## config.mk

```make
export PLATFORM = sky130hd
export DESIGN_NAME = airs_top
export DESIGN_NICKNAME = d
export VERILOG_FILES = /design/src/airs_top.v /design/src/airs_clk_div.v
export VERILOG_INCLUDE_DIRS = /design/src /design/src/common
export SDC_FILE = /design/constraint.sdc
export NUM_CORES = 1
export LEC_CHECK = 0
export ABC_CLOCK_PERIOD_IN_PS = 2680
export BUFFER_PORTS_ARGS = -buffer_cell sky130_fd_sc_hd__buf_2
export CAP_MARGIN = 15
export CELL_PAD_IN_SITES_DETAIL_PLACEMENT = 1
export CELL_PAD_IN_SITES_GLOBAL_PLACEMENT = 1
export CORE_MARGIN = 4
export CORE_UTILIZATION = 30
export CTS_CLUSTER_DIAMETER = 60
export DETAILED_ROUTE_END_ITERATION = 10
export PLACE_DENSITY = 0.79
export SYNTH_ARGS = -nofsm -noshare
export SYNTH_HDL_FRONTEND = slang
export SYNTH_SLANG_ARGS = --single-unit
```

## constraint.sdc

```tcl
create_clock -name CLK -period 2.68 [get_ports CLK]
set_clock_uncertainty 0.2 [all_clocks]
set_input_delay 0.536 -clock CLK [delete_from_list [all_inputs] [get_ports CLK]]
set_output_delay 0.536 -clock CLK [all_outputs]
set_load 0.005 [all_outputs]
```

## src/common/airs_defs.vh

```
`ifndef AIRS_DEFS_VH
`define AIRS_DEFS_VH
// ==========================================
// Register byte addresses on APB
`define AIRS_ADDR_INCLK 12'h000
`define AIRS_ADDR_AMPCTL 12'h004
`define AIRS_ADDR_BGCTL 12'h008
// ==========================================
// Input and clock select fields
`define AIRS_SRC_MSB 7
`define AIRS_SRC_LSB 4
`define AIRS_CKDIV_MSB 2
`define AIRS_CKDIV_LSB 0
// Input source codes
`define AIRS_SRC_EXT0 4'h0
`define AIRS_SRC_ANALOG_SUPPLY 4'h1
`define AIRS_SRC_AVDD2 4'h2
`define AIRS_SRC_AVDD4 4'h3
`define AIRS_SRC_EXT4 4'h4
`define AIRS_SRC_VR 4'h5
`define AIRS_SRC_VR2 4'h6
`define AIRS_SRC_VR4 4'h7
// Analog input mux selects
`define AIRS_MUX_EXT 3'h0
`define AIRS_MUX_ANALOG_SUPPLY 3'h1
`define AIRS_MUX_AVDD2 3'h2
`define AIRS_MUX_AVDD4 3'h3
`define AIRS_MUX_VR 3'h4
`define AIRS_MUX_VR2 3'h5
`define AIRS_MUX_VR4 3'h6
`define AIRS_MUX_GND 3'h7
// ==========================================
// Amplifier control fields
`define AIRS_AMP_EN_BIT 7
`define AIRS_AMP_IN_BIT 4
`define AIRS_REF_MSB 3
`define AIRS_REF_LSB 2
`define AIRS_GAIN_MSB 1
`define AIRS_GAIN_LSB 0
`define AIRS_REF_ANALOG_SUPPLY 2'h0
`define AIRS_REF_PIN 2'h1
// Bandgap control
`define AIRS_BG_EN_BIT 0
// ==========================================
// Writable masks and reset values
`define AIRS_INCLK_MASK 8'hF7
`define AIRS_AMPCTL_MASK 8'h9F
`define AIRS_BGCTL_MASK 8'h01
`define AIRS_RESET_VAL 8'h00
`endif

```

## src/airs_top.v

```verilog
`include "airs_defs.vh"
`default_nettype none
module airs_top (
	// Clock and reset
	input wire CLK,
	input wire RESET_N,
	// APB slave
	input wire PSEL,
	input wire PENABLE,
	input wire PWRITE,
	input wire [11:0] PADDR,
	input wire [31:0] PWDATA,
	input wire [3:0] PSTRB,
	output wire PREADY,
	output wire PSLVERR,
	output reg [31:0] PRDATA,
	// Channel select from the converter control register
	input wire [3:0] EXT_CHANNEL_SEL,
	// Input path controls
	output reg [2:0] INPUT_MUX_SEL,
	output reg EXT_CHANNEL_ON,
	output reg [3:0] EXT_CHANNEL_NUM,
	// Reference amplifier controls
	output reg REF_AMP_ENABLE,
	output reg REF_AMP_FROM_BANDGAP,
	output reg AMP_REF_IN_PIN_ON,
	output reg [1:0] REF_AMP_GAIN_SEL,
	// Converter reference controls
	output reg [1:0] REFERENCE_SEL,
	output reg REF_PIN_ON,
	// Bandgap
	output reg BANDGAP_ENABLE,
	// Conversion clock enable
	output reg CONV_CLK_EN
);
	// ==========================================
	// Register storage
	reg [7:0] inclk_ff;
	reg [7:0] ampctl_ff;
	reg [7:0] bgctl_ff;
	reg [7:0] nxt_inclk;
	reg [7:0] nxt_ampctl;
	reg [7:0] nxt_bgctl;
	reg [31:0] nxt_rdata;
	reg addr_ok;
	wire wr_acc;
	wire rd_acc;
	wire div_tick;
	wire [3:0] src;
	wire [3:0] chan_sync;
	reg [3:0] chan_meta_ff;
	reg [3:0] chan_ff;
	// Register select strobes from the address decode
	reg sel_inclk;
	reg sel_ampctl;
	reg sel_bgctl;
	// Write data with the unimplemented bits already dropped
	wire [7:0] wdata_inclk;
	wire [7:0] wdata_ampctl;
	wire [7:0] wdata_bgctl;
	wire wr_low_byte;
	// Named fields of the stored registers
	wire [2:0] div_sel;
	wire amp_en_field;
	wire amp_in_field;
	wire [1:0] ref_field;
	wire [1:0] gain_field;
	wire bg_en_field;
	wire chan_exists;
	// Next values of the registered analog controls
	reg [2:0] nxt_mux_sel;
	reg nxt_ext_on;
	reg [3:0] nxt_ext_num;
	reg nxt_amp_en;
	reg nxt_amp_bg;
	reg nxt_amp_pin_on;
	reg [1:0] nxt_gain;
	reg [1:0] nxt_ref_sel;
	reg nxt_ref_pin_on;
	reg nxt_bg_en;
	reg nxt_conv_en;

	// ==========================================
	// APB decode: zero-wait slave, error on unmapped address
	assign PREADY = 1'b1;
	// Writes land at the access edge; reads are captured one edge earlier
	assign wr_acc = PSEL && PENABLE && PWRITE;
	assign rd_acc = PSEL && !PENABLE && !PWRITE;
	// Error only in access, where the master samples it with PREADY
	assign PSLVERR = PSEL && PENABLE && !addr_ok;

	// Address match; one strobe per register so every path shares one decode
	always @* begin
		sel_inclk = 1'b0;
		sel_ampctl = 1'b0;
		sel_bgctl = 1'b0;
		if (PADDR == `AIRS_ADDR_INCLK) begin
			sel_inclk = 1'b1;
		end else if (PADDR == `AIRS_ADDR_AMPCTL) begin
			sel_ampctl = 1'b1;
		end else if (PADDR == `AIRS_ADDR_BGCTL) begin
			sel_bgctl = 1'b1;
		end
	end

	// Any mapped register; anything else answers with an error
	always @* begin
		addr_ok = sel_inclk || sel_ampctl || sel_bgctl;
	end

	// Unimplemented bits never store, so they always read back as zero
	assign wdata_inclk = PWDATA[7:0] & `AIRS_INCLK_MASK;
	assign wdata_ampctl = PWDATA[7:0] & `AIRS_AMPCTL_MASK;
	assign wdata_bgctl = PWDATA[7:0] & `AIRS_BGCTL_MASK;
	// Registers live in the low byte; other strobes carry nothing
	assign wr_low_byte = wr_acc && PSTRB[0];

	// Write path; a write to an unmapped address changes nothing
	always @* begin
		nxt_inclk = inclk_ff;
		nxt_ampctl = ampctl_ff;
		nxt_bgctl = bgctl_ff;
		if (wr_low_byte) begin
			if (sel_inclk) begin
				nxt_inclk = wdata_inclk;
			end else if (sel_ampctl) begin
				nxt_ampctl = wdata_ampctl;
			end else if (sel_bgctl) begin
				nxt_bgctl = wdata_bgctl;
			end
		end
	end

	// Read data captured in setup so PRDATA comes from a flop in access;
	// unmapped reads return zero alongside the error response
	always @* begin
		nxt_rdata = PRDATA;
		if (rd_acc) begin
			if (sel_inclk) begin
				nxt_rdata = {24'h000000, inclk_ff};
			end else if (sel_ampctl) begin
				nxt_rdata = {24'h000000, ampctl_ff};
			end else if (sel_bgctl) begin
				nxt_rdata = {24'h000000, bgctl_ff};
			end else begin
				nxt_rdata = 32'h00000000;
			end
		end
	end

	// Registers; everything clears at reset
	always @(posedge CLK) begin
		if (!RESET_N) begin
			inclk_ff <= `AIRS_RESET_VAL;
			ampctl_ff <= `AIRS_RESET_VAL;
			bgctl_ff <= `AIRS_RESET_VAL;
			PRDATA <= 32'h00000000;
		end else begin
			inclk_ff <= nxt_inclk;
			ampctl_ff <= nxt_ampctl;
			bgctl_ff <= nxt_bgctl;
			PRDATA <= nxt_rdata;
		end
	end

	// ==========================================
	// Channel field comes from another block's register clock-wise, but it
	// is treated as asynchronous since it may be sourced elsewhere; the
	// cost is two cycles of extra latency on a channel change
	always @(posedge CLK) begin
		if (!RESET_N) begin
			chan_meta_ff <= 4'h0;
			chan_ff <= 4'h0;
		end else begin
			chan_meta_ff <= EXT_CHANNEL_SEL;
			chan_ff <= chan_meta_ff;
		end
	end
	assign chan_sync = chan_ff;
	assign src = inclk_ff[`AIRS_SRC_MSB:`AIRS_SRC_LSB];

	// ==========================================
	// Field taps of the stored registers
	// Divider select goes straight to the counter; a change lands within a period
	assign div_sel = inclk_ff[`AIRS_CKDIV_MSB:`AIRS_CKDIV_LSB];
	assign amp_en_field = ampctl_ff[`AIRS_AMP_EN_BIT];
	assign amp_in_field = ampctl_ff[`AIRS_AMP_IN_BIT];
	assign ref_field = ampctl_ff[`AIRS_REF_MSB:`AIRS_REF_LSB];
	assign gain_field = ampctl_ff[`AIRS_GAIN_MSB:`AIRS_GAIN_LSB];
	assign bg_en_field = bgctl_ff[`AIRS_BG_EN_BIT];
	// Channel codes 12..15 name no pin; the switch stays open so the input floats
	assign chan_exists = (chan_sync[3:2] != 2'h3);

	// ==========================================
	// Input source decode; internal sources switch the external path off
	// so the channel pin is never shorted onto an internal node
	always @* begin
		// Default selects the external input with the channel switch open if a code is ever left out
		nxt_mux_sel = `AIRS_MUX_EXT;
		nxt_ext_on = 1'b0;
		nxt_ext_num = chan_sync;
		case (src)
			`AIRS_SRC_ANALOG_SUPPLY: begin
				nxt_mux_sel = `AIRS_MUX_ANALOG_SUPPLY;
				nxt_ext_on = 1'b0;
			end
			`AIRS_SRC_AVDD2: begin
				nxt_mux_sel = `AIRS_MUX_AVDD2;
				nxt_ext_on = 1'b0;
			end
			`AIRS_SRC_AVDD4: begin
				nxt_mux_sel = `AIRS_MUX_AVDD4;
				nxt_ext_on = 1'b0;
			end
			`AIRS_SRC_VR: begin
				nxt_mux_sel = `AIRS_MUX_VR;
				nxt_ext_on = 1'b0;
			end
			`AIRS_SRC_VR2: begin
				nxt_mux_sel = `AIRS_MUX_VR2;
				nxt_ext_on = 1'b0;
			end
			`AIRS_SRC_VR4: begin
				nxt_mux_sel = `AIRS_MUX_VR4;
				nxt_ext_on = 1'b0;
			end
			4'h8, 4'h9, 4'hA, 4'hB: begin
				nxt_mux_sel = `AIRS_MUX_GND;
				nxt_ext_on = 1'b0;
			end
			default: begin
				// Codes 0, 4 and 12..15 take the external channel
				nxt_mux_sel = `AIRS_MUX_EXT;
				nxt_ext_on = chan_exists;
			end
		endcase
	end

	// Input path outputs; registered so the analog switches see clean levels
	// and never a decode glitch while the source field changes
	always @(posedge CLK) begin
		if (!RESET_N) begin
			INPUT_MUX_SEL <= `AIRS_MUX_EXT;
			EXT_CHANNEL_ON <= 1'b0;
			EXT_CHANNEL_NUM <= 4'h0;
		end else begin
			INPUT_MUX_SEL <= nxt_mux_sel;
			EXT_CHANNEL_ON <= nxt_ext_on;
			EXT_CHANNEL_NUM <= nxt_ext_num;
		end
	end

	// ==========================================
	// Amplifier, reference and bandgap decode
	always @* begin
		// Software keeps this set whenever the amplifier output is used
		nxt_amp_en = amp_en_field;
		nxt_amp_bg = amp_in_field;
		// Pin joined only when chosen; pin-function setup is software's job
		nxt_amp_pin_on = !amp_in_field;
		// Gain steps 1, 1.667, 2.5 and 3.333 for codes 0 to 3
		nxt_gain = gain_field;
		// Codes 1x both take the amplifier output
		nxt_ref_sel = ref_field;
		// Supply or amplifier reference leaves the reference pin open
		if (ref_field == `AIRS_REF_PIN) begin
			nxt_ref_pin_on = 1'b1;
		end else begin
			nxt_ref_pin_on = 1'b0;
		end
		// Start-up settling before bandgap use is left to software
		nxt_bg_en = bg_en_field;
	end

	// Amplifier and reference outputs; all open and off while in reset
	always @(posedge CLK) begin
		if (!RESET_N) begin
			REF_AMP_ENABLE <= 1'b0;
			REF_AMP_FROM_BANDGAP <= 1'b0;
			AMP_REF_IN_PIN_ON <= 1'b0;
			REF_AMP_GAIN_SEL <= 2'h0;
			REFERENCE_SEL <= 2'h0;
			REF_PIN_ON <= 1'b0;
			BANDGAP_ENABLE <= 1'b0;
		end else begin
			REF_AMP_ENABLE <= nxt_amp_en;
			REF_AMP_FROM_BANDGAP <= nxt_amp_bg;
			AMP_REF_IN_PIN_ON <= nxt_amp_pin_on;
			REF_AMP_GAIN_SEL <= nxt_gain;
			REFERENCE_SEL <= nxt_ref_sel;
			REF_PIN_ON <= nxt_ref_pin_on;
			BANDGAP_ENABLE <= nxt_bg_en;
		end
	end

	// ==========================================
	// Conversion clock: enable pulse at CLK / 2**field
	airs_clk_div #(
		.SEL_W(3)
	) u_div (
		.clk(CLK),
		.reset_n(RESET_N),
		.sel(div_sel),
		.tick(div_tick)
	);

	// Conversion clock enable; one flop keeps the pin free of compare glitches
	always @* begin
		nxt_conv_en = div_tick;
	end

	// Registered enable output
	always @(posedge CLK) begin
		if (!RESET_N) begin
			CONV_CLK_EN <= 1'b0;
		end else begin
			CONV_CLK_EN <= nxt_conv_en;
		end
	end
endmodule // airs_top
`default_nettype wire

```

## src/airs_clk_div.v

```verilog
`default_nettype none
// ==========================================
// Power-of-two divider: one-cycle enable every 2**sel clocks
module airs_clk_div #(
	parameter SEL_W = 3
) (
	// Clock and reset
	input wire clk,
	input wire reset_n,
	// Control
	input wire [SEL_W-1:0] sel,
	// Enable out
	output wire tick
);
	localparam CNT_W = (1 << SEL_W) - 1;
	reg [CNT_W-1:0] cnt_ff;
	wire [CNT_W-1:0] mask;
	wire [CNT_W-1:0] nxt_cnt;
	// Mask of the low sel bits; tick when they are all ones
	assign mask = ~({CNT_W{1'b1}} << sel);
	assign tick = ((cnt_ff & mask) == mask);
	assign nxt_cnt = cnt_ff + {{(CNT_W-1){1'b0}}, 1'b1};
	// Free-running counter, so a divider change takes effect within one period
	always @(posedge clk) begin
		if (!reset_n) begin
			cnt_ff <= {CNT_W{1'b0}};
		end else begin
			cnt_ff <= nxt_cnt;
		end
	end
endmodule // airs_clk_div
`default_nettype wire

```

==> impl_results.md <==
- Outcome: finished, final reports clean
- I/O pin total: 109
- First-pass GRT wire length: 7.73 mm
- Largest stage delay, worst path: 570 ps
- Slew @ Worst Pin: 753 ps
- Share of the synthesized area in the top cell type: 49.5%
- Post-CTS Setup Inserts: 0
- Worst hold path type: in -> reg
- Port Buffer Count: 56
- Largest net degree at the start of global routing: 49
- Setup WS pre-CTS: 163 ps
- Total clock buffers created by CTS: 5
- Fill count: 910
- Period utilisation layout: 94.0%
- Drt wl/cell: 12.4 um
- WP data required: 1940 ps
- Total congestion overflow: 0
- CTS tree: yes
- Vias/cell: 4.29
- Total Routed Length: 4.90 mm
- Max-slew headroom: 49.8%
- RSZ-0062 raised after global routing: no
- Maximum fanout along the worst path: 5
- Fin Setup TNS: 0 ps
- Cells after Synth: 236
- Antenna Nets Post-Route: 0
- Worst setup EP type: primary output
- Root Driver: clkbuf_8
- Clock sinks: 55
- Seq/Total Area, Yosys: 49.5%
- Initial DRC Count: 31
- Synth area leader: dfxtp_1
- GRT Overall Usage: 11.2%
- H-tree lvl count: 2
- Antenna violations before repair: 0
- Nets: 352
- Slowest stage cell, crit path: or4_4
- Diodes inserted: 0
- Mux share of post-synthesis cell area: 6.75%
- Syn Std Cell Area: 2230 um^2
- CP dominant cell by count: buf_2
- Die Area: 8860 um^2
- CP Class: in -> out
- Synth Area in XOR/XNOR: 1.57%
- Main synth FF type: dfxtp_1
- Layout cell share with drive strength beyond 1: 26.1%
- EDFF count, synth: 0
- Chip Height: 94.1 um
- R2R depth: 4
- Clock buffer depth: 2
- Vias in the first global route: 1675
- Worst-Skew Late Latency: 310 ps
- Yosys reg bits: 55
- Placer congestion estimate: 0.785
- Power per cell area: 530 nW/um^2
- Initial Util: 30.9%
- P_leak: 1.22 nW
- Number of max-cap violations: 0
- Setup WS post-layout: 161 ps
- Vias: 1690
- CP startpoint kind: primary input
- Die X: 94.1 um
- First-pass detailed-route iteration total: 4
- Layout Utilization: 36.5%
- DRC viols: 0
- Fin. max-slew vios: 0
- Arrival time worst endpoint: 1780 ps
- Synth Warn #: 0
- Row Count: 31
- Synth async-reset ratio: 0%
- Final setup viols: 0
- Area grow syn2layout: 18.4%
- Hold Path Depth: 2
- Cell variety after synth: 36
- Adder-cell share of the synthesized area: 0.562%
- Design area: 2640 um^2
- Largest family of logic cells by synthesized area: simple AND/OR/NAND/NOR gates
- Cts hold-fix bufs: 0
- Clk pin slew, worst setup/hold paths: 100 ps
- Post-Synth Simple-Gate Area: 21.9%
- Final non-filler cell total: 394
- Post-synthesis compound-gate area fraction: 7.87%
- Fin crit period: 2520 ps
- Area contributors post-synth: dfxtp_1 (49%), buf_4 (8.4%), mux2i_1 (6.7%)
- Placed cell count: 386
- PostCTS Resize Cnt: 0
- CP cell instances: buf_2 > or4_4 > nor4_1 > nor3_1 > buf_2
- Hold Fails Final Rpt: 0
- Peak supply drop: 0.000226 V
- Syn_area_per_cell: 9.43 um^2
- Post-placement cell area: 2540 um^2
- Hpwl dp: 3.75 mm
- F_max: 0.397 GHz
- Core ar.: 7210 um^2
[critical path: cells and delay by family]
kind | cells | cell delay, ps
simple gates | 3 | 1010
buf+inv | 2 | 240
[cell usage after synthesis (5+ instances only)]
| master | n |
|---|---|
| dfxtp_1 | 55 |
| mux2i_1 | 15 |
| and2_1 | 20 |
| o21ai_0 | 9 |
| a21boi_0 | 5 |
| nand3_1 | 8 |
| clkbuf_1 | 8 |
| nand2_1 | 33 |
| buf_4 | 25 |
| inv_1 | 9 |
| nor2_1 | 9 |
| a221oi_1 | 5 |
[where the power goes]
part	total (W)	internal (W)	leakage (nW)	switching [W]
clock network	0.000468	0.000190	0.0489	0.000278
registers	0.000840	0.000833	0.447	0.00000711
logic	0.0000901	0.0000392	0.722	0.0000509
total	0.00140	0.00106	1.22	0.000336
[through the flow]
| step | total power [W] | hold slack [ps] |
|---|---|---|
| floorplan | 0.000934 | 212 |
| CTS | 0.00143 | 212 |
| finish | 0.00140 | 226 |
| global route | 0.00148 | 208 |
| global placement | 0.000948 | 215 |
| detailed placement | 0.000950 | 224 |
[layout by cell type, fill, tap and decap left out, drive strengths merged]
| cell type | synthesis | routed |
|---|---|---|
| or3 | 1 | 1 |
| and2 | 20 | 20 |
| a221oi | 5 | 5 |
| nand4 | 2 | 2 |
| o21ai | 9 | 9 |
| o22ai | 1 | 1 |
| xor2 | 1 | 1 |
| mux2i | 15 | 15 |
| nor4b | 2 | 2 |
| nand2b | 2 | 2 |
| o21a | 1 | 1 |
| nor2 | 9 | 9 |
| ha | 1 | 1 |
| conb | 2 | 25 |
| dfxtp | 55 | 55 |
| clkinv | 0 | 1 |
| nor2b | 3 | 3 |
| o211a | 2 | 2 |
| buf | 26 | 62 |
| inv | 9 | 11 |
| or4 | 2 | 2 |
| a21boi | 5 | 5 |
| nor3 | 2 | 2 |
| clkbuf | 8 | 5 |
| a21oi | 3 | 3 |
| nand2 | 33 | 33 |
| xnor2 | 3 | 3 |
| nor4 | 3 | 3 |
| nor3b | 1 | 1 |
| or2 | 2 | 2 |
| nand3 | 8 | 8 |
[flip-flops by register name, indices dropped and copies added, names as in the netlist, 3 cells and up]
| signal | count |
|---|---|
| EXT_CHANNEL_NUM | 4 |
| PRDATA | 8 |
| ampctl_ff | 6 |
| u_div.cnt_ff | 7 |
| chan_ff | 4 |
| chan_meta_ff | 4 |
| INPUT_MUX_SEL | 3 |
| inclk_ff | 7 |
[per-layer routing]
metal | track usage (%) | part of all wire, %
met5 | 0 | 0
met4 | 3.13 | 0.88
met1 | 13.3 | 44
met2 | 19.6 | 50
met3 | 3.21 | 4.7
[cells by family after synthesis]
family | after synthesis
compound gates | 26
buf+inv | 43
fa+ha+maj | 1
flops | 55
other cells | 2
xor+xnor | 4
mux | 15
simple gates | 90
[final cells by class]
type	instances	area, um^2	area share (%)
clock buffer	5	68.8	2.61
timing repair buffer	62	325	12.3
tap	99	124	4.70
sequential	55	1100	41.8
clock inverter	3	22.5	0.854
multi-input combinational	161	961	36.4
inverter	9	33.8	1.28
[path summary, 6_finish.rpt]
path                                          from  slack [ps]               to
worst max register to register     u_div.cnt_ff[0]        1190  u_div.cnt_ff[6]
worst min-delay path            EXT_CHANNEL_SEL[1]         230  chan_meta_ff[1]
worst min register to register     chan_meta_ff[2]         240       chan_ff[2]
worst max-delay path                      PADDR[1]         160          PSLVERR
Power figures use the tool's default switching activity.
